===== src/rtl/adap_pkg.sv =====
/*
  Shared constants and types for the asynchronous DRAM access controller.
  Assumes a single 40 MHz core clock; all pin timing is counted in its cycles.
*/
`default_nettype none

package adap_pkg;

  ////////////////////////////////////////////////////////////////////////////
  // Clock and conversions
  localparam int CLK_PERIOD_NS = 25;

  function automatic int cyc_min(int ns);
    int c;
    c = (ns + CLK_PERIOD_NS - 1) / CLK_PERIOD_NS;
    return (c < 1) ? 1 : c;
  endfunction

  function automatic int cyc_max(int ns);
    int c;
    c = ns / CLK_PERIOD_NS;
    return (c < 1) ? 1 : c;
  endfunction

  function automatic int max2(int a, int b);
    return (a > b) ? a : b;
  endfunction

  ////////////////////////////////////////////////////////////////////////////
  // Device timing, in printed units
  localparam int POWER_UP_PAUSE_US = 200;
  localparam int WAKE_IDLE_MS = 16;
  localparam int INIT_RAS_CYCLES = 8;
  localparam int ROW_ADDR_HOLD_NS = 10;
  localparam int ROW_TO_COLUMN_DELAY_NS = 20;
  localparam int ROW_ACCESS_TIME_NS = 60;
  localparam int COLUMN_ACCESS_TIME_NS = 20;
  localparam int ROW_PULSE_WIDTH_NS = 60;
  localparam int COLUMN_PULSE_NS = 20;
  localparam int ROW_PRECHARGE_INTERVAL_NS = 45;
  localparam int COLUMN_PRECHARGE_INTERVAL_NS = 10;
  localparam int COLUMN_TO_WRITE_DELAY_NS = 20;
  localparam int WRITE_TO_ROW_LEAD_NS = 20;
  localparam int WRITE_TO_COLUMN_LEAD_NS = 20;
  localparam int DATA_HOLD_NS = 15;
  localparam int PAGE_ROW_PULSE_WIDTH_NS = 200000;

  ////////////////////////////////////////////////////////////////////////////
  // Cycle counts
  localparam int POWER_UP_CYC = cyc_min(POWER_UP_PAUSE_US * 1000);
  localparam int WAKE_IDLE_CYC = cyc_max(WAKE_IDLE_MS * 1000000);
  localparam int PAGE_LIMIT_CYC = cyc_max(PAGE_ROW_PULSE_WIDTH_NS);
  localparam int ROW_CYC = max2(cyc_min(ROW_ADDR_HOLD_NS), cyc_min(ROW_TO_COLUMN_DELAY_NS) - 1);
  localparam int COL_CYC = max2(max2(cyc_min(COLUMN_ACCESS_TIME_NS), cyc_min(COLUMN_PULSE_NS)),
    max2(cyc_min(COLUMN_TO_WRITE_DELAY_NS),
    max2(cyc_min(ROW_ACCESS_TIME_NS), cyc_min(ROW_PULSE_WIDTH_NS)) - ROW_CYC - 1));
  localparam int CWD_CYC = cyc_min(COLUMN_TO_WRITE_DELAY_NS);
  localparam int CWL_CYC = max2(max2(cyc_min(WRITE_TO_COLUMN_LEAD_NS), cyc_min(WRITE_TO_ROW_LEAD_NS)),
    cyc_min(DATA_HOLD_NS));
  localparam int RP_CYC = cyc_min(ROW_PRECHARGE_INTERVAL_NS);
  localparam int CP_CYC = cyc_min(COLUMN_PRECHARGE_INTERVAL_NS);
  localparam int RASMIN_CYC = cyc_min(ROW_PULSE_WIDTH_NS);
  localparam int PAGE_MARGIN_CYC = COL_CYC + CWL_CYC + CP_CYC + 3;

  localparam int CNT_W = 4;
  localparam logic [CNT_W-1:0] ROW_LAST = CNT_W'(ROW_CYC - 1);
  localparam logic [CNT_W-1:0] COL_LAST = CNT_W'(COL_CYC - 1);
  localparam logic [CNT_W-1:0] CWL_LAST = CNT_W'(CWL_CYC - 1);
  localparam logic [CNT_W-1:0] RP_LAST = CNT_W'(RP_CYC - 1);
  localparam logic [CNT_W-1:0] RASMIN_LAST = CNT_W'(RASMIN_CYC - 1);
  localparam logic [3:0] WAKE_COUNT = 4'(INIT_RAS_CYCLES);

  ////////////////////////////////////////////////////////////////////////////
  // Widths
  localparam int ADDR_BITS = 11;
  localparam int TIMER_W = 20;

  ////////////////////////////////////////////////////////////////////////////
  // Sequencer states
  typedef enum logic [8:0] {
    ST_PWRUP   = 9'h001,
    ST_WAKE_LO = 9'h002,
    ST_WAKE_HI = 9'h004,
    ST_IDLE    = 9'h008,
    ST_ROW     = 9'h010,
    ST_COLSET  = 9'h020,
    ST_COL     = 9'h040,
    ST_PAGE    = 9'h080,
    ST_PRE     = 9'h100
  } adap_state_type;

endpackage

`default_nettype wire


===== src/rtl/adap_timer_if.sv =====
/*
  Carrier between the sequencer and its countdown timers.
  Assumes the owner pulses load for one enabled cycle.
*/
`default_nettype none

interface adap_timer_if #(parameter int W = adap_pkg::TIMER_W);
  logic ce;
  logic load;
  logic [W-1:0] value;
  logic done;
  modport owner (output ce, output load, output value, input done);
  modport counter (input ce, input load, input value, output done);
endinterface

`default_nettype wire


===== src/rtl/adap_timer.sv =====
/*
  Loadable countdown timer; done is high while the count stands at zero.
  Assumes one clock domain with the sequencer that owns it.
*/
`default_nettype none

module adap_timer #(
  parameter int W = adap_pkg::TIMER_W
) (
  // Clock and reset
  input wire logic core_clk,
  input wire logic rst_n,
  // Owner side
  adap_timer_if.counter tmr
);
  import adap_pkg::*;

  typedef struct packed {
    logic [W-1:0] cnt;
  } adap_timer_state_type;

  adap_timer_state_type s_q;
  adap_timer_state_type s_d;

  if (W < 2) begin : g_chk
    $error("adap_timer: width too small");
  end

  always_comb begin
    s_d = s_q;
    if (tmr.load) begin
      s_d.cnt = tmr.value;
    end else if (s_q.cnt != '0) begin
      s_d.cnt = s_q.cnt - W'(1);
    end
  end

  always_ff @(posedge core_clk or negedge rst_n) begin
    if (!rst_n) begin
      s_q <= '0;
    end else if (tmr.ce) begin
      s_q <= s_d;
    end
  end

  assign tmr.done = (s_q.cnt == '0);

endmodule

`default_nettype wire


===== src/rtl/adap_ctrl.sv =====
/*
  Host-side sequencer for an asynchronous multiplexed-address 4M x 1 DRAM:
  power-up pause, wakeup strobes, read, early write, read-write and page mode.
  Assumes pins and the read data input are synchronous to core_clk.
*/
`default_nettype none

// Behaviour
// - After reset hold both strobes high for the power-up pause.
// - Issue eight row strobe cycles before the first access.
// - After the idle limit without row activity, issue eight wakeup row strobes.
// - Shared pins carry row field at row fall, column field at column fall.
// - Row strobe falls first, column strobe follows after the row-to-column delay.
// - For reads, write strobe is high before column strobe falls.
// - Reads keep write strobe high through and after the strobes rise.
// - Row strobe stays high for the row precharge interval.
// - Write strobe low requests a write; early or late by edge order.
// - After write strobe falls both strobes stay low for their lead times.
// - Read-write keeps write strobe high column-to-write delay after column fall.
// - Page mode keeps row low while column strobe selects new columns.
// - Column strobe stays high the column precharge interval; page kinds mix freely.
// - Page length is bounded so the row low time stays within limit.
// - Page mode ends with row rising with or after column rise.
module adap_ctrl #(
  parameter int ADDR_W = adap_pkg::ADDR_BITS,
  parameter int unsigned POWER_UP_CYC = adap_pkg::POWER_UP_CYC,
  parameter int unsigned WAKE_IDLE_CYC = adap_pkg::WAKE_IDLE_CYC,
  parameter int unsigned PAGE_LIMIT_CYC = adap_pkg::PAGE_LIMIT_CYC
) (
  // Clock, reset, enable
  input wire logic core_clk,
  input wire logic rst_n,
  input wire logic ce,
  // Request
  input wire logic reqValid,
  input wire logic reqWrite,
  input wire logic reqRmw,
  input wire logic [2*ADDR_W-1:0] reqAddr,
  input wire logic reqData,
  output logic reqReady,
  // Response
  output logic rspValid,
  output logic rspData,
  output logic initDone,
  // Memory pins
  output logic rasN,
  output logic casN,
  output logic wN,
  output logic [ADDR_W-1:0] memAddr,
  output logic memD,
  input wire logic memQ
);
  import adap_pkg::*;

  localparam int PAGE_LOAD = PAGE_LIMIT_CYC - PAGE_MARGIN_CYC;

  if (ADDR_W < 1 || POWER_UP_CYC >= 2**TIMER_W || WAKE_IDLE_CYC >= 2**TIMER_W
      || PAGE_LIMIT_CYC >= 2**TIMER_W || PAGE_LIMIT_CYC <= PAGE_MARGIN_CYC + 1
      || POWER_UP_CYC < 1 || WAKE_IDLE_CYC < 1) begin : g_chk
    $error("adap_ctrl: parameter out of range");
  end

  typedef struct packed {
    adap_state_type state;
    logic [CNT_W-1:0] cnt;
    logic [3:0] wakeLeft;
    logic started;
    logic initDone;
    logic pend;
    logic write;
    logic rmw;
    logic wrDone;
    logic [ADDR_W-1:0] row;
    logic [ADDR_W-1:0] col;
    logic data;
    logic rasN;
    logic casN;
    logic wN;
    logic [ADDR_W-1:0] addr;
    logic dOut;
    logic reqReady;
    logic rspValid;
    logic rspData;
  } adap_ctrl_state_type;

  adap_ctrl_state_type s_q;
  adap_ctrl_state_type s_d;

  ////////////////////////////////////////////////////////////////////////////
  // Timers: idle/power-up pause and row-low limit
  adap_timer_if #(.W(TIMER_W)) idleTmr ();
  adap_timer_if #(.W(TIMER_W)) pageTmr ();
  logic idleLd;
  logic pageLd;
  logic [TIMER_W-1:0] idleVal;
  logic wakeGo;
  logic startGo;
  logic taken;

  assign idleTmr.ce = ce;
  assign idleTmr.load = idleLd;
  assign idleTmr.value = idleVal;
  assign pageTmr.ce = ce;
  assign pageTmr.load = pageLd;
  assign pageTmr.value = TIMER_W'(PAGE_LOAD);

  adap_timer #(.W(TIMER_W)) u_idle (.core_clk(core_clk), .rst_n(rst_n), .tmr(idleTmr));
  adap_timer #(.W(TIMER_W)) u_page (.core_clk(core_clk), .rst_n(rst_n), .tmr(pageTmr));

  assign taken = reqValid && s_q.reqReady;

  ////////////////////////////////////////////////////////////////////////////
  // Sequencer
  always_comb begin
    s_d = s_q;
    idleLd = 1'b0;
    idleVal = TIMER_W'(WAKE_IDLE_CYC);
    pageLd = 1'b0;
    wakeGo = 1'b0;
    startGo = 1'b0;
    s_d.rspValid = 1'b0;
    s_d.reqReady = 1'b0;
    if (taken) begin
      s_d.row = reqAddr[2*ADDR_W-1:ADDR_W];
      s_d.col = reqAddr[ADDR_W-1:0];
      s_d.write = reqWrite | reqRmw;
      s_d.rmw = reqRmw;
      s_d.data = reqData;
    end
    unique case (s_q.state)
      ST_PWRUP: begin
        if (!s_q.started) begin
          idleLd = 1'b1;
          idleVal = TIMER_W'(POWER_UP_CYC);
          s_d.started = 1'b1;
        end else if (idleTmr.done) begin
          wakeGo = 1'b1;
        end
      end
      ST_WAKE_LO: begin
        if (s_q.cnt != '0) begin
          s_d.cnt = s_q.cnt - CNT_W'(1);
        end else begin
          s_d.rasN = 1'b1;
          s_d.cnt = RP_LAST;
          s_d.wakeLeft = s_q.wakeLeft - 4'h1;
          s_d.state = ST_WAKE_HI;
        end
      end
      ST_WAKE_HI: begin
        if (s_q.cnt != '0) begin
          s_d.cnt = s_q.cnt - CNT_W'(1);
        end else if (s_q.wakeLeft != 4'h0) begin
          s_d.rasN = 1'b0;
          s_d.cnt = RASMIN_LAST;
          s_d.state = ST_WAKE_LO;
        end else begin
          s_d.initDone = 1'b1;
          s_d.reqReady = 1'b1;
          idleLd = 1'b1;
          s_d.state = ST_IDLE;
        end
      end
      ST_IDLE: begin
        if (taken) begin
          startGo = 1'b1;
        end else if (idleTmr.done) begin
          wakeGo = 1'b1;
        end else begin
          s_d.reqReady = 1'b1;
        end
      end
      ST_ROW: begin
        if (s_q.cnt != '0) begin
          s_d.cnt = s_q.cnt - CNT_W'(1);
        end else begin
          s_d.addr = s_q.col;
          s_d.state = ST_COLSET;
        end
      end
      ST_COLSET: begin
        s_d.casN = 1'b0;
        s_d.cnt = COL_LAST;
        s_d.wrDone = 1'b0;
        s_d.state = ST_COL;
      end
      ST_COL: begin
        if (s_q.cnt != '0) begin
          s_d.cnt = s_q.cnt - CNT_W'(1);
        end else if (s_q.rmw && !s_q.wrDone) begin
          s_d.rspValid = 1'b1;
          s_d.rspData = memQ;
          s_d.wN = 1'b0;
          s_d.dOut = s_q.data;
          s_d.wrDone = 1'b1;
          s_d.cnt = CWL_LAST;
        end else begin
          s_d.rspValid = !s_q.write;
          s_d.rspData = s_q.write ? s_q.rspData : memQ;
          s_d.casN = 1'b1;
          s_d.wN = 1'b1;
          s_d.reqReady = !pageTmr.done;
          s_d.state = ST_PAGE;
        end
      end
      ST_PAGE: begin
        if (taken && reqAddr[2*ADDR_W-1:ADDR_W] == s_q.row) begin
          s_d.addr = reqAddr[ADDR_W-1:0];
          s_d.wN = !(reqWrite && !reqRmw);
          s_d.dOut = reqData;
          s_d.state = ST_COLSET;
        end else begin
          s_d.pend = taken;
          s_d.rasN = 1'b1;
          s_d.cnt = RP_LAST;
          idleLd = 1'b1;
          s_d.state = ST_PRE;
        end
      end
      ST_PRE: begin
        if (s_q.cnt != '0) begin
          s_d.cnt = s_q.cnt - CNT_W'(1);
        end else if (s_q.pend) begin
          startGo = 1'b1;
        end else begin
          s_d.reqReady = 1'b1;
          s_d.state = ST_IDLE;
        end
      end
      default: begin
        s_d.state = ST_IDLE;
      end
    endcase
    if (wakeGo) begin
      s_d.rasN = 1'b0;
      s_d.cnt = RASMIN_LAST;
      s_d.wakeLeft = WAKE_COUNT;
      s_d.reqReady = 1'b0;
      s_d.state = ST_WAKE_LO;
    end
    if (startGo) begin
      s_d.rasN = 1'b0;
      s_d.addr = s_d.row;
      s_d.wN = !(s_d.write && !s_d.rmw);
      s_d.dOut = s_d.data;
      s_d.cnt = ROW_LAST;
      s_d.pend = 1'b0;
      s_d.reqReady = 1'b0;
      pageLd = 1'b1;
      s_d.state = ST_ROW;
    end
  end

  always_ff @(posedge core_clk or negedge rst_n) begin
    if (!rst_n) begin
      s_q <= '{state: ST_PWRUP, rasN: 1'b1, casN: 1'b1, wN: 1'b1, default: '0};
    end else if (ce) begin
      s_q <= s_d;
    end
  end

  assign reqReady = s_q.reqReady;
  assign rspValid = s_q.rspValid;
  assign rspData = s_q.rspData;
  assign initDone = s_q.initDone;
  assign rasN = s_q.rasN;
  assign casN = s_q.casN;
  assign wN = s_q.wN;
  assign memAddr = s_q.addr;
  assign memD = s_q.dOut;

  ////////////////////////////////////////////////////////////////////////////
  // Checks
  logic [31:0] ageCnt;
  logic [3:0] rasFalls;
  logic [31:0] rasLowCnt;
  logic rasPrev;

  always_ff @(posedge core_clk or negedge rst_n) begin
    if (!rst_n) begin
      ageCnt <= '0;
      rasFalls <= '0;
      rasLowCnt <= '0;
      rasPrev <= 1'b1;
    end else if (ce) begin
      rasPrev <= s_q.rasN;
      if (ageCnt != 32'hFFFF_FFFF) ageCnt <= ageCnt + 32'h0000_0001;
      if (rasPrev && !s_q.rasN && rasFalls != 4'hF) rasFalls <= rasFalls + 4'h1;
      rasLowCnt <= s_q.rasN ? 32'h0000_0000 : rasLowCnt + 32'h0000_0001;
    end
  end

  property p_pwrup;
    @(posedge core_clk) disable iff (!rst_n) (ageCnt < POWER_UP_CYC) |-> (rasN && casN);
  endproperty
  a_pwrup: assert property (p_pwrup) else $error("strobe active during power-up pause");

  property p_init;
    @(posedge core_clk) disable iff (!rst_n) $fell(casN) |-> (rasFalls >= 4'(INIT_RAS_CYCLES));
  endproperty
  a_init: assert property (p_init) else $error("access before eight row strobe cycles");

  property p_order;
    @(posedge core_clk) disable iff (!rst_n) $fell(casN) |-> (!rasN && !$past(rasN));
  endproperty
  a_order: assert property (p_order) else $error("column strobe fell before row strobe");

  property p_rdsetup;
    @(posedge core_clk) disable iff (!rst_n) ($fell(casN) && wN) |-> $past(wN);
  endproperty
  a_rdsetup: assert property (p_rdsetup) else $error("write strobe not high before read column");

  property p_rdhold;
    @(posedge core_clk) disable iff (!rst_n) ($rose(casN) && $past(wN)) |-> wN;
  endproperty
  a_rdhold: assert property (p_rdhold) else $error("write strobe dropped at read end");

  property p_precharge;
    @(posedge core_clk) disable iff (!rst_n) $rose(rasN) |-> rasN [*2];
  endproperty
  a_precharge: assert property (p_precharge) else $error("row precharge too short");

  property p_wlead;
    @(posedge core_clk) disable iff (!rst_n) ($rose(casN) && !$past(wN)) |-> (!rasN && !$past(wN, CWL_CYC));
  endproperty
  a_wlead: assert property (p_wlead) else $error("strobe rose before write lead time");

  property p_cwd;
    @(posedge core_clk) disable iff (!rst_n) ($fell(wN) && !casN) |-> !$past(casN, CWD_CYC);
  endproperty
  a_cwd: assert property (p_cwd) else $error("read-write write came too early");

  property p_cprech;
    @(posedge core_clk) disable iff (!rst_n) ($rose(casN) && !rasN) |=> casN;
  endproperty
  a_cprech: assert property (p_cprech) else $error("column precharge too short");

  property p_pagelim;
    @(posedge core_clk) disable iff (!rst_n) !rasN |-> (rasLowCnt <= PAGE_LIMIT_CYC);
  endproperty
  a_pagelim: assert property (p_pagelim) else $error("row strobe low too long");

  property p_pageend;
    @(posedge core_clk) disable iff (!rst_n) $rose(rasN) |-> (casN && $past(casN));
  endproperty
  a_pageend: assert property (p_pageend) else $error("row strobe rose before column strobe");

endmodule

`default_nettype wire


===== config.mk =====
export PLATFORM = sky130hd
export DESIGN_NAME = adap_ctrl
export DESIGN_NICKNAME = d
export VERILOG_FILES = /design/src/rtl/adap_pkg.sv /design/src/rtl/adap_timer_if.sv /design/src/rtl/adap_timer.sv /design/src/rtl/adap_ctrl.sv
export SDC_FILE = /design/constraint.sdc
export NUM_CORES = 1
export LEC_CHECK = 0
export BUFFER_PORTS_ARGS = -buffer_cell sky130_fd_sc_hd__buf_2
export CORE_MARGIN = 3
export CORE_UTILIZATION = 55
export CTS_CLUSTER_SIZE = 20
export DETAILED_ROUTE_END_ITERATION = 8
export PLACE_DENSITY_LB_ADDON = 0.3
export SETUP_SLACK_MARGIN = 0.2
export SLEW_MARGIN = 10
export SYNTH_ARGS = -nofsm -noshare
export SYNTH_HDL_FRONTEND = slang
export SYNTH_HIERARCHICAL = 1
export SYNTH_SLANG_ARGS = --single-unit

===== constraint.sdc =====
create_clock -name core_clk -period 3.5 [get_ports core_clk]
set_input_delay 0.35 -clock core_clk [delete_from_list [all_inputs] [get_ports core_clk]]
set_output_delay 0.35 -clock core_clk [all_outputs]
set_load 0.02 [all_outputs]

Word level (Yosys, flattened, before mapping). Cells that the tools add are included.

Output and inout port bits: 19. Register bits: 104. Logic and storage cells: 186. Bits of input ports: 30.

Reductions and logical operators: 45. $add $sub $neg: 4. Equal/unequal tests: 33. Bitwise operators: 3. Mux-type cells: 79.

Operator list (number): $mux W20 (6); $mux W9 (8); $pmux W9 S8 (1); $mux W4 (11); $logic_not A20 Y1 (2); $reduce_bool A20 Y1 (2); $sub A20 B1 Y20 const B (2); $ne A4 B4 Y1 const B (9); $mux W1 (32); $mux W13 (2); $pmux W4 S6 (1); $reduce_and A4 Y1 (6); $mux W23 (1); $pmux W11 S2 (1); $mux W17 (1); $mux W14 (1); $ne A3 B3 Y1 const B (4); $pmux W1 S2 (6); $reduce_and A6 Y1 (2); $eq A11 B11 Y1 (1); $mux W11 (1); $ne A2 B2 Y1 const B (5); $ne A5 B5 Y1 const B (2); $reduce_bool A2 Y1 (5); 29 further kinds (52).

Longest topological paths before layout. Gate-level depths: netlist of run 1.

Word-level depth: 7. Mapped depth: 13. Depth with buffers taken out: 11.

Modules after synthesis. The synthesis of run 1 kept the hierarchy.

Modules (own cells, without submodules): adap_ctrl (sequential area each 1606.5 um2, cells an instance 414, instances 1, area an instance 3966.3 um2); adap_timer at u_idle (sequential area each 500.5 um2, cells an instance 168, instances 1, area an instance 1437.6 um2); adap_timer at u_page (sequential area each 500.5 um2, cells an instance 166, instances 1, area an instance 1421.4 um2).

Worst setup path before layout of run 1. OpenSTA, ideal clock, no wires.

Path kind: flip-flop to flip-flop. Start point: register, netlist name s_q[61]. End point: register u_idle/s_q[4] (netlist bit). Period minus slack after synthesis: 2.918 ns. Arrival time: 2.819 ns. Slack: 0.582 ns. Stages on the path, launching flop included: 12. Buffers on the path: 2. Cell sequence: dfrtp_1 -> buf_1 -> nor3_2 -> nand3_1 -> nor4_1 -> a21oi_1 -> nand2_1 -> buf_2 -> inv_2 -> nor2_1 -> a311oi_1 -> a311oi_1.

RTL lines: end signal, assigned (line adap_timer.sv:40) `s_q <= '0;`; end signal, assigned (line adap_timer.sv:42) `s_q <= s_d;`; end, declared (line adap_timer.sv:22) `adap_timer_state_type s_q;`.

==> results of run 1 <==
final timing paths:
path	slack, ns	from	cells past startpoint	endpoint
setup / recovery	0.44	s_q[58]$_DFFE_PN0P_	11	u_idle/s_q[13]$_DFFE_PN0P_
hold reg to reg	0.49	initDone$_DFFE_PN0P_	1	initDone$_DFFE_PN0P_
setup reg to reg	0.44	s_q[58]$_DFFE_PN0P_	11	u_idle/s_q[13]$_DFFE_PN0P_
hold / removal	0.11	rst_n	1	u_page/s_q[2]$_DFFE_PN0P_
min in group core_clk	0.22	memQ	2	rspData$_DFFE_PN0P_
max in group asynchronous	2.52	rst_n	2	s_q[55]$_DFFE_PN1P_
timing repair:
item,4_1_cts,5_1_grt
endpoints found under the setup margin,0,1
buffers inserted,0,0
resized for setup,0,1
hold endpoints to repair,0,0
synthesized netlist by cell type, types with 11 or more instances:
cell type                    n
sky130_fd_sc_hd__o21ai_0    40
sky130_fd_sc_hd__mux2_2     39
sky130_fd_sc_hd__xnor2_1    13
sky130_fd_sc_hd__inv_1      23
sky130_fd_sc_hd__clkbuf_1   23
sky130_fd_sc_hd__nor4_1     16
sky130_fd_sc_hd__a211oi_1   14
sky130_fd_sc_hd__and3_1     16
sky130_fd_sc_hd__nor2_1     47
sky130_fd_sc_hd__nor3_1     29
sky130_fd_sc_hd__nand2_1    70
sky130_fd_sc_hd__buf_4      12
sky130_fd_sc_hd__a21oi_1    31
sky130_fd_sc_hd__dfrtp_1   100
sky130_fd_sc_hd__nand3_1    19
sky130_fd_sc_hd__mux2i_1    11
sky130_fd_sc_hd__a31oi_1    21
cell usage in the layout (no fill, tap or decap), types with 8 or more instances in the layout:
cell                        synthesis  final
sky130_fd_sc_hd__buf_2             10     47
sky130_fd_sc_hd__nand2_1           70     70
sky130_fd_sc_hd__mux2i_1           11     11
sky130_fd_sc_hd__nand3_1           19     19
sky130_fd_sc_hd__a21oi_1           31     31
sky130_fd_sc_hd__xnor2_1           13     13
sky130_fd_sc_hd__o22ai_1           10     10
sky130_fd_sc_hd__nor3b_1            8      8
sky130_fd_sc_hd__buf_4             12     27
sky130_fd_sc_hd__inv_1             23     23
sky130_fd_sc_hd__o211ai_1           8      8
sky130_fd_sc_hd__mux2_2            39     39
sky130_fd_sc_hd__o21ai_1            9     10
sky130_fd_sc_hd__o21ai_0           40     39
sky130_fd_sc_hd__nor3_1            29     29
sky130_fd_sc_hd__nand4_1           10     10
sky130_fd_sc_hd__nor4_1            16     16
sky130_fd_sc_hd__and3_1            16     16
sky130_fd_sc_hd__dfrtp_1          100    100
sky130_fd_sc_hd__nor2_1            47     47
sky130_fd_sc_hd__a31oi_1           21     21
sky130_fd_sc_hd__conb_1             2     36
sky130_fd_sc_hd__a211oi_1          14     14
sky130_fd_sc_hd__clkbuf_16          0      9
sky130_fd_sc_hd__or3_1             10     10
stage by stage:
stage,power [mW],instances
floorplan,3.820,782
global placement,4.279,973
detailed placement,4.378,973
CTS,5.495,989
global route,5.878,989
finish,5.513,989
power groups by stage:
stage | Clock (mW) | Sequential, mW | Combinational (mW)
2_1_floorplan | 0 | 2.00 | 1.82
3_3_place_gp | 0 | 2.10 | 2.18
3_5_place_dp | 0 | 2.13 | 2.24
4_1_cts | 1.12 | 2.12 | 2.26
5_1_grt | 1.17 | 2.20 | 2.51
6_report | 1.10 | 2.13 | 2.28
cells by family (layout without fill, tap and decap cells):
family | Yosys count | in the layout | synth area share, %
AOI/OAI and AO/OA | 199 | 199 | 19.91
xor gates and xnor gates | 18 | 18 | 2.310
adders and majority gates | 7 | 7 | 1.283
buffers and inverters | 78 | 117 | 5.646
DFF | 104 | 104 | 38.20
muxes | 52 | 52 | 8.433
other | 2 | 36 | 0.1100
and+or+nand+nor | 288 | 288 | 24.11
registers in the layout, summed over array words and instances, names as in the netlist:
signal and flops:
rspData 1, memD 1, rspValid 1, reqReady 1
wN 1, u_idle/s_q 20, u_page/s_q 20, memAddr 11
casN 1, s_q 45, rasN 1, initDone 1
final cells by class:
| type | count | area (um2) |
|---|---|---|
| Clock buffer | 9 | 225.2 |
| Clock inverter | 7 | 102.6 |
| Fill cell | 1000 | 4405 |
| Inverter | 27 | 101.3 |
| Multi-Input combinational cell | 600 | 3971 |
| Sequential cell | 104 | 2608 |
| Tap cell | 168 | 210.2 |
| Timing Repair Buffer | 74 | 437.9 |
metal layers:
metal  wire (um)  vias up
met5           0        -
met3        1130       40
met4         399        0
met1        7751     3040
li1            -     2891
met2        8679      232
critical path, stage by stage (launching register included):
cell	delay, ns
sky130_fd_sc_hd__dfrtp_1	0.51
sky130_fd_sc_hd__nor4b_1	0.47
sky130_fd_sc_hd__nand3_1	0.15
sky130_fd_sc_hd__nor4_1	0.19
sky130_fd_sc_hd__buf_4	0.18
sky130_fd_sc_hd__a21oi_1	0.07
sky130_fd_sc_hd__nand2_1	0.36
sky130_fd_sc_hd__inv_2	0.20
sky130_fd_sc_hd__nor2_1	0.29
sky130_fd_sc_hd__buf_4	0.22
sky130_fd_sc_hd__mux2i_1	0.20
sky130_fd_sc_hd__mux2i_1	0.09
==> impl_metrics.toml, run 1 <==
[finish]
diodes = 0
finish.instance_area_um2 = 7656
fin_nets = 853
drive_gt1_share_pct = 20.46
synthToLayoutAreaGrowth_pct = 12.17
finish.utilization_pct = 63.48

[worst_setup_path]
crit_path_start_kind = "flop"
crit_path_class = "reg -> reg"
cp.arrival_ns = 3.30
crit_required_ns = 3.74
timing.critical_path.to_type = "flop"
cp_max_fo = 11

[yosys]
syn_avg_cell_area_um2 = 9.125
number_of_enable_type_register_cells_in_the_synthesized_netlist = 0
ys_async_sr_fraction_pct = 100.0
synthesis.instances = 748
yosysTopAreaCellShare_pct = 36.66
synth.ff_latch_count = 104
yosys_warnings = 6
synth-seq-area-share_pct = 38.20
post_synthesis_cell_area_um2 = 6825
synth_top_area_cell = "sky130_fd_sc_hd__dfrtp_1"
yosys.cell_types.count = 88
synth_ff_type = "sky130_fd_sc_hd__dfrtp_1"
synth.area.top_cells = "sky130_fd_sc_hd__dfrtp_1, sky130_fd_sc_hd__mux2_2, sky130_fd_sc_hd__nand2_1"

[detailed_routing]
dr_total_vias = 6203
drc = 0
antenna_violating_nets_post_route = 0
drt_first_pass_iters = 5
via_per_inst = 6.272
detailedRoute.firstIterationViolations = 500
routed_wl_um = 17960
detail_route.wl_per_cell_um = 18.16

[placed_design]
post-dp-hpwl_um = 12410
preCtsSetupSlack_ns = 0.4797
port-buffer-count = 48
placed_cell_area_um2 = 7317
gp_congestion = 0.9547

[clock_tree]
cts.path.max_buffers = 2
numCtsBuffers = 9
clk-insertion-delay-late_ns = 0.36
clkTransAtPathRegs_ns = 0.08
clock_sink_count = 104
cts_htree_levels = 3
post_cts_hold_buffer_count = 0
cts_tree = "yes"
cts_root_buf = "sky130_fd_sc_hd__clkbuf_16"

[die]
design.die.area_um2 = 13780
ioPinCount = 49
placementRows = 40
die_h_um = 117.4
initial_core_utilization_pct = 56.59
floorplan.die.width_um = 117.4
fp.coreArea_um2 = 12060

[global_routing]
grt_max_degree = 69
antenna_found_initial = 0
globalRoute.totalOverflow = 0
globalRouteMet2Util_pct = 42.96
grt.met3_usage_pct = 5.448
layer_with_the_highest_usage = "met2"
wire_length_of_the_first_global_routing_pass_um = 29950
grt_use_met1_pct = 34.32
track_usage_pct = 26.00
grt_pass1_vias = 6127

[sta]
rsz0062_at_grt = "false"
slew_headroom_pct = 26.51
final_critical_path_setup_slack_ns = 0.4374
finalHoldWorstSlack_ns = 0.1109
tightestPinTransition_ns = 1.095
timing_hold_violations_final = 0
period_share_pct = 87.50
max_clock_freq_mhz = 326.5
fin_setup_tns_ns = 0
min_period_ns = 3.063
clock_skew_ns = 0.01172
final_max_slew_viol_count = 0
report.final.setup_viol = 0

[pwr]
seq_power_share_pct = 38.7
power.share.switching_pct = 41.44
clock_power_share_pct = 19.9
power.density_nw_per_um2 = 720.1
total_leakage_power_nw = 3.287
combinationalPowerShare_pct = 41.4
peak_ir_drop_on_the_vdd_network_uv = 499.3
p_int_mw = 3.228
netSwitchingPower_mw = 2.284

[run_status]
run_status = "complete, no violations"

[run]
drv_cap = 0

[hold_path]
type_of_the_worst_min_delay_path = "in -> async"
No activity file was read; power rests on OpenSTA's default activity.
==> run 2: changes to the inputs <==
--- a/config.mk
+++ b/config.mk
@@ -7,7 +7,7 @@
 export LEC_CHECK = 0
 export BUFFER_PORTS_ARGS = -buffer_cell sky130_fd_sc_hd__buf_2
 export CORE_MARGIN = 3
-export CORE_UTILIZATION = 55
+export CORE_UTILIZATION = 60
 export CTS_CLUSTER_SIZE = 20
 export DETAILED_ROUTE_END_ITERATION = 8
 export PLACE_DENSITY_LB_ADDON = 0.3
@@ -15,5 +15,4 @@
 export SLEW_MARGIN = 10
 export SYNTH_ARGS = -nofsm -noshare
 export SYNTH_HDL_FRONTEND = slang
-export SYNTH_HIERARCHICAL = 1
 export SYNTH_SLANG_ARGS = --single-unit
==> run 2 against run 1 <==
Register-to-register slack improved by 0.07 ns. Fmax up 2.4%. Power decreased by 18%. Clock skew is 0.0034 ns higher. Synthesized cell count fell by 10%. Non-clock buffer count shrank 9. Flip-flop and latch count unchanged. Clock power is 35% lower. Combinational power is 21% lower. Via count is 15% lower. Die area decreased by 17%. Highest routed layer unchanged.
==> impl_metrics.toml, run 2 <==
[run_status]
run_status = "complete, no violations"

[placed_design]
cell_count_after_placement = 824
gp_congestion = 0.8980
post-dp-hpwl_um = 10430
port-buffer-count = 48
placed_cell_area_um2 = 6411

[worst_setup_path]
crit_required_ns = 3.82
worst-path-stages = 6
cp.arrival_ns = 3.32
timing.critical_path.cells = "and2_1 > nand4_1 > o31ai_1 > nand2_1 > o31ai_1 > a22o_1"
worstPathBufferInverterCount = 0
cp_max_fo = 13
timing.critical_path.to_type = "flop"
crit_path_class = "reg -> reg"
cell_with_the_largest_stage_delay_on_the_worst_path = "sky130_fd_sc_hd__o31ai_1"
cp_slowest_stage_delay_ns = 1.03
crit_path_start_kind = "flop"
critical-path-top-cell-by-count = "sky130_fd_sc_hd__o31ai_1"
critical-path-top-delay-family = "compound AO/OA/AOI/OAI gates"
reg2reg_depth = 6

[sta]
rsz0062_at_grt = "false"
clock_skew_ns = 0.01509
fin_setup_tns_ns = 0
tightestPinTransition_ns = 1.236
timing_hold_violations_final = 0
report.final.setup_viol = 0
period_share_pct = 85.47
finalHoldWorstSlack_ns = 0.009472
slew_headroom_pct = 16.87
final_max_slew_viol_count = 0
min_period_ns = 2.991
max_clock_freq_mhz = 334.3

[finish]
register_containing_the_most_flip_flops_in_the_final_layout = "s_q"
synthToLayoutAreaGrowth_pct = 8.191
fill_cells = 841
drive_gt1_share_pct = 18.53
diodes = 0
fin_nets = 739
most_used_cells_in_the_layout_excluding_fill_and_tap_cells = "sky130_fd_sc_hd__dfrtp_1, sky130_fd_sc_hd__nand2_1, sky130_fd_sc_hd__nor2_1, sky130_fd_sc_hd__buf_2, sky130_fd_sc_hd__a21oi_1"
finalNonFillerCells = 840
registers_with_the_most_flip_flops = "s_q x45, u_idle.s_q x20, u_page.s_q x20"
finish.instance_area_um2 = 6594
final_common_cell = "sky130_fd_sc_hd__dfrtp_1"
largest_register_ffs = 45

[global_routing]
wire_length_of_the_first_global_routing_pass_um = 24740
globalRouteMet2Util_pct = 43.88
grt_max_degree = 60
track_usage_pct = 27.39
grt_pass1_vias = 5037
grt_use_met1_pct = 36.46
globalRoute.totalOverflow = 0
antenna_found_initial = 0
grt.met3_usage_pct = 6.803
layer_with_the_highest_usage = "met2"

[detailed_routing]
drt_first_pass_iters = 7
detail_route.wl_per_cell_um = 17.45
dr_total_vias = 5258
via_per_inst = 6.260
antenna_violating_nets_post_route = 0
detailedRoute.firstIterationViolations = 414
routed_wl_um = 14660
drc = 0

[clock_tree]
cts.path.max_buffers = 2
clk-insertion-delay-late_ns = 0.39
cts_tree = "yes"
post_cts.repair.setup_buffers = 0
numCtsBuffers = 9
post_cts_hold_buffer_count = 0
cts_htree_levels = 3
clkTransAtPathRegs_ns = 0.09
cts_resized = 0
clock_sink_count = 104
cts_root_buf = "sky130_fd_sc_hd__clkbuf_8"

[die]
fp.coreArea_um2 = 9819
die_h_um = 106.8
floorplan.die.width_um = 106.8
placementRows = 36
ioPinCount = 49
initial_core_utilization_pct = 62.07
design.die.area_um2 = 11400

[yosys]
synth-seq-area-share_pct = 42.78
syn_avg_cell_area_um2 = 9.096
yosysTopAreaCellShare_pct = 41.06
post_synthesis_cell_area_um2 = 6095
synth.ff_latch_count = 104
synth_top_area_cell = "sky130_fd_sc_hd__dfrtp_1"
synth.area.top_cells = "sky130_fd_sc_hd__dfrtp_1, sky130_fd_sc_hd__nand2_1, sky130_fd_sc_hd__mux2_2"
yosys.cell_count.top_type = "sky130_fd_sc_hd__dfrtp_1"
yosys.cell_types.count = 70
synth_ff_type = "sky130_fd_sc_hd__dfrtp_1"
number_of_enable_type_register_cells_in_the_synthesized_netlist = 0
yosys_warnings = 0
ys_top_cells_by_count = "sky130_fd_sc_hd__dfrtp_1, sky130_fd_sc_hd__nand2_1, sky130_fd_sc_hd__nor2_1"
synthesis.instances = 670
synthesis.nets = 707
ys_async_sr_fraction_pct = 100.0

[pwr]
power.density_nw_per_um2 = 684.5
peak_ir_drop_on_the_vdd_network_uv = 487.8
total_leakage_power_nw = 2.838

[hold_path]
type_of_the_worst_min_delay_path = "in -> async"

[run]
drv_cap = 0
-- run 2: cell types whose count changed after synthesis, sizes merged, moves of 10 or more --
cell    before  now
a211oi      14    2
a21oi       32   44
a31oi       21    5
and3        16    4
mux2        41   29
nand2       72   98
nand3       19    9
nor3        34   21
xnor2       13   23
-- run 2: worst register-to-register path: stages (launching register included) --
cell                      delay, ns
sky130_fd_sc_hd__dfrtp_1       0.40
sky130_fd_sc_hd__and2_1        0.24
sky130_fd_sc_hd__nand4_1       0.13
sky130_fd_sc_hd__o31ai_1       1.03
sky130_fd_sc_hd__nand2_1       0.58
sky130_fd_sc_hd__o31ai_1       0.39
sky130_fd_sc_hd__a22o_1        0.17
-- run 2: final timing paths --
| path | endpoint | from | slack (ns) |
|---|---|---|---|
| worst min register to register | initDone$_DFFE_PN0P_ | initDone$_DFFE_PN0P_ | 0.48 |
| worst max register to register | u_idle.s_q[6]$_DFFE_PN0P_ | reqReady$_DFFE_PN0P_ | 0.51 |
| max in group asynchronous | rasN$_DFFE_PN1P_ | rst_n | 2.61 |
| min in group core_clk | rspData$_DFFE_PN0P_ | memQ | 0.19 |
| worst min-delay path | u_idle.s_q[4]$_DFFE_PN0P_ | rst_n | 0.009 |
| worst max-delay path | u_idle.s_q[6]$_DFFE_PN0P_ | reqReady$_DFFE_PN0P_ | 0.51 |
-- run 2: layout make-up --
type | instances | area [um2] | share of cell area [%]
well taps | 133 | 166.4 | 2.524
clock inverters | 5 | 41.29 | 0.6262
flip-flops and latches | 104 | 2608 | 39.54
multi-input cells | 501 | 3188 | 48.35
clock buffers | 11 | 141.4 | 2.144
inverters | 21 | 78.83 | 1.195
repair buffers | 65 | 370.4 | 5.617
-- run 2: kinds of logic after synthesis --
logic type	after synthesis	synth area share, %
compound gates	158	17.12
xor+xnor	35	5.030
fa+ha+maj	7	1.437
buf+inv	65	5.030
flops	104	42.78
mux	34	6.303
simple gates	267	22.30
-- run 2: through the flow --
step,power [mW],setup WS (ns),utilization [%]
after floorplan,3.363,0.8378,-
after global placement,3.710,0.6314,65.29
after detailed placement,3.788,0.5163,65.29
after CTS,4.521,0.5233,67.15
after global routing,4.844,0.2547,67.15
final,4.513,0.5085,67.15
-- run 2: power by group --
part / internal [mW] / switching (mW) / leakage [nW]
logic: 0.800 / 0.999 / 1.48
registers: 1.61 / 0.387 / 1.26
clock network: 0.285 / 0.435 / 0.0914
-- run 2: per-layer routing --
| metal | share of wire, % | vias up | wire (um) |
|---|---|---|---|
| li1 | - | 2478 | - |
| met3 | 6.5 | 24 | 946 |
| met4 | 2.0 | 0 | 295 |
| met2 | 48 | 177 | 7030 |
| met5 | 0 | - | 0 |
| met1 | 44 | 2579 | 6388 |
==> run 3: changes to the inputs <==
--- a/config.mk
+++ b/config.mk
@@ -7,7 +7,7 @@
 export LEC_CHECK = 0
 export BUFFER_PORTS_ARGS = -buffer_cell sky130_fd_sc_hd__buf_2
 export CORE_MARGIN = 3
-export CORE_UTILIZATION = 60
+export CORE_UTILIZATION = 45
 export CTS_CLUSTER_SIZE = 20
 export DETAILED_ROUTE_END_ITERATION = 8
 export PLACE_DENSITY_LB_ADDON = 0.3
==> run 3 against run 2 <==
Hold slack improved by 0.21 ns. Highest routed layer unchanged. Final cell count grew 4.9%. Critical path depth unchanged. Via count fell by 2.2%. Setup slack gained 0.029 ns. Critical path type unchanged. Global-route usage decreased by 6.7 points. Sequential power hardly changed. Largest cell class unchanged. Final area up 3.0%.
==> impl_metrics.toml, run 3 (synthesis gave the netlist of run 2 again) <==
[global_routing]
grt_max_degree = 44
grt_pass1_vias = 4950
globalRoute.totalOverflow = 0
antenna_found_initial = 0
wire_length_of_the_first_global_routing_pass_um = 24760
track_usage_pct = 20.74

[sta]
final_max_slew_viol_count = 0
period_share_pct = 84.63
min_period_ns = 2.962
report.final.setup_viol = 0
tightestPinTransition_ns = 0.7708
max_clock_freq_mhz = 337.6
final_critical_path_setup_slack_ns = 0.5380
slew_headroom_pct = 48.14
finalHoldWorstSlack_ns = 0.2176
timing_hold_violations_final = 0
fin_setup_tns_ns = 0
rsz0062_at_grt = "false"
clock_skew_ns = 0.007867

[pwr]
power.density_nw_per_um2 = 716.8
total_leakage_power_nw = 2.902
peak_ir_drop_on_the_vdd_network_uv = 396.2

[detailed_routing]
via_per_inst = 5.834
routed_wl_um = 14890
drt_first_pass_iters = 4
detailedRoute.firstIterationViolations = 349
antenna_violating_nets_post_route = 0
dr_total_vias = 5140
detail_route.wl_per_cell_um = 16.90
drc = 0

[finish]
registers_with_the_most_flip_flops = "s_q x45, u_idle.s_q x20, u_page.s_q x20"
most_used_cells_in_the_layout_excluding_fill_and_tap_cells = "sky130_fd_sc_hd__dfrtp_1, sky130_fd_sc_hd__nand2_1, sky130_fd_sc_hd__nor2_1, sky130_fd_sc_hd__buf_2, sky130_fd_sc_hd__a21oi_1"
synthToLayoutAreaGrowth_pct = 11.46
largest_register_ffs = 45
finish.instance_area_um2 = 6793
register_containing_the_most_flip_flops_in_the_final_layout = "s_q"
diodes = 0
finalNonFillerCells = 881
fin_nets = 741
drive_gt1_share_pct = 18.76
final_common_cell = "sky130_fd_sc_hd__dfrtp_1"

[clock_tree]
cts_root_buf = "sky130_fd_sc_hd__clkbuf_16"
clock_sink_count = 104
cts_htree_levels = 3
cts_tree = "yes"
post_cts.repair.setup_buffers = 0
cts_resized = 0
clk-insertion-delay-late_ns = 0.36
clkTransAtPathRegs_ns = 0.08
numCtsBuffers = 9
cts.path.max_buffers = 2
post_cts_hold_buffer_count = 1

[worst_setup_path]
crit_path_class = "reg -> reg"
timing.critical_path.to_type = "flop"
cp.arrival_ns = 3.21
crit_path_start_kind = "flop"
crit_required_ns = 3.75
cp_max_fo = 9

[die]
floorplan.die.width_um = 122.4
initial_core_utilization_pct = 47.14
ioPinCount = 49
placementRows = 41
die_h_um = 122.4
design.die.area_um2 = 14980
fp.coreArea_um2 = 12930

[placed_design]
port-buffer-count = 48
gp_congestion = 0.8935
cell_count_after_placement = 864
preCtsSetupSlack_ns = 0.5693
placed_cell_area_um2 = 6467
post-dp-hpwl_um = 10630

[run]
drv_cap = 0

[hold_path]
type_of_the_worst_min_delay_path = "in -> reg"

[run_status]
run_status = "complete, no violations"
-- run 3: cell count changes in the layout (fill, tap and decap cells not counted), sizes merged --
cell	delta
bufinv	+1
clkbuf	-2
inv	+1
clkinvlp	+1
clkinv	-1
dlygate4sd3	+1
buf	+1
-- run 3: worst max-delay path, cell delays in order, from the launching register on --
cell and delay [ns]:
sky130_fd_sc_hd__dfrtp_1 0.43, sky130_fd_sc_hd__or4_4 0.56, sky130_fd_sc_hd__or4_1 0.60, sky130_fd_sc_hd__a211oi_4 0.42, sky130_fd_sc_hd__nand2b_1 0.17, sky130_fd_sc_hd__o21a_2 0.33
sky130_fd_sc_hd__mux2_4 0.33
-- run 3: cell type report --
type	instances	area [um2]
tap	172	215.2
fill	1199	6135
inverter	21	78.83
timing repair buffer	67	387.9
multi-input combinational	501	3188
clock inverter	7	90.09
sequential	104	2608
clock buffer	9	225.2
-- run 3: per-stage QoR --
stage | power [mW] | utilization, %
floorplan | 3.363 | -
global placement | 3.741 | 50.03
detailed placement | 3.808 | 50.03
CTS | 4.896 | 52.55
global route | 5.227 | 52.55
finish | 4.869 | 52.55
-- run 3: metal layers --
metal	GRT usage [%]	wire, um
met3	4.194	720
met5	0	0
met4	7.278	273
met2	33.05	7189
met1	28.20	6703
-- run 3: report_power, final --
part,switching (mW),internal [mW],total (mW)
sequential,0.394,1.61,2.00
combinational,0.993,0.801,1.79
clock,0.501,0.570,1.07
total,1.89,2.98,4.87
-- run 3: final timing paths --
kind	to	from	slack, ns	cells after the start
min in group asynchronous	rspValid$_DFFE_PN0P_	rst_n	0.52	2
worst max register to register	s_q[61]$_DFFE_PN0P_	u_idle.s_q[12]$_DFFE_PN0P_	0.54	6
max in group asynchronous	rasN$_DFFE_PN1P_	rst_n	2.10	3
worst min-delay path	rspData$_DFFE_PN0P_	memQ	0.22	2
worst max-delay path	s_q[61]$_DFFE_PN0P_	u_idle.s_q[12]$_DFFE_PN0P_	0.54	6
worst min register to register	initDone$_DFFE_PN0P_	initDone$_DFFE_PN0P_	0.47	1
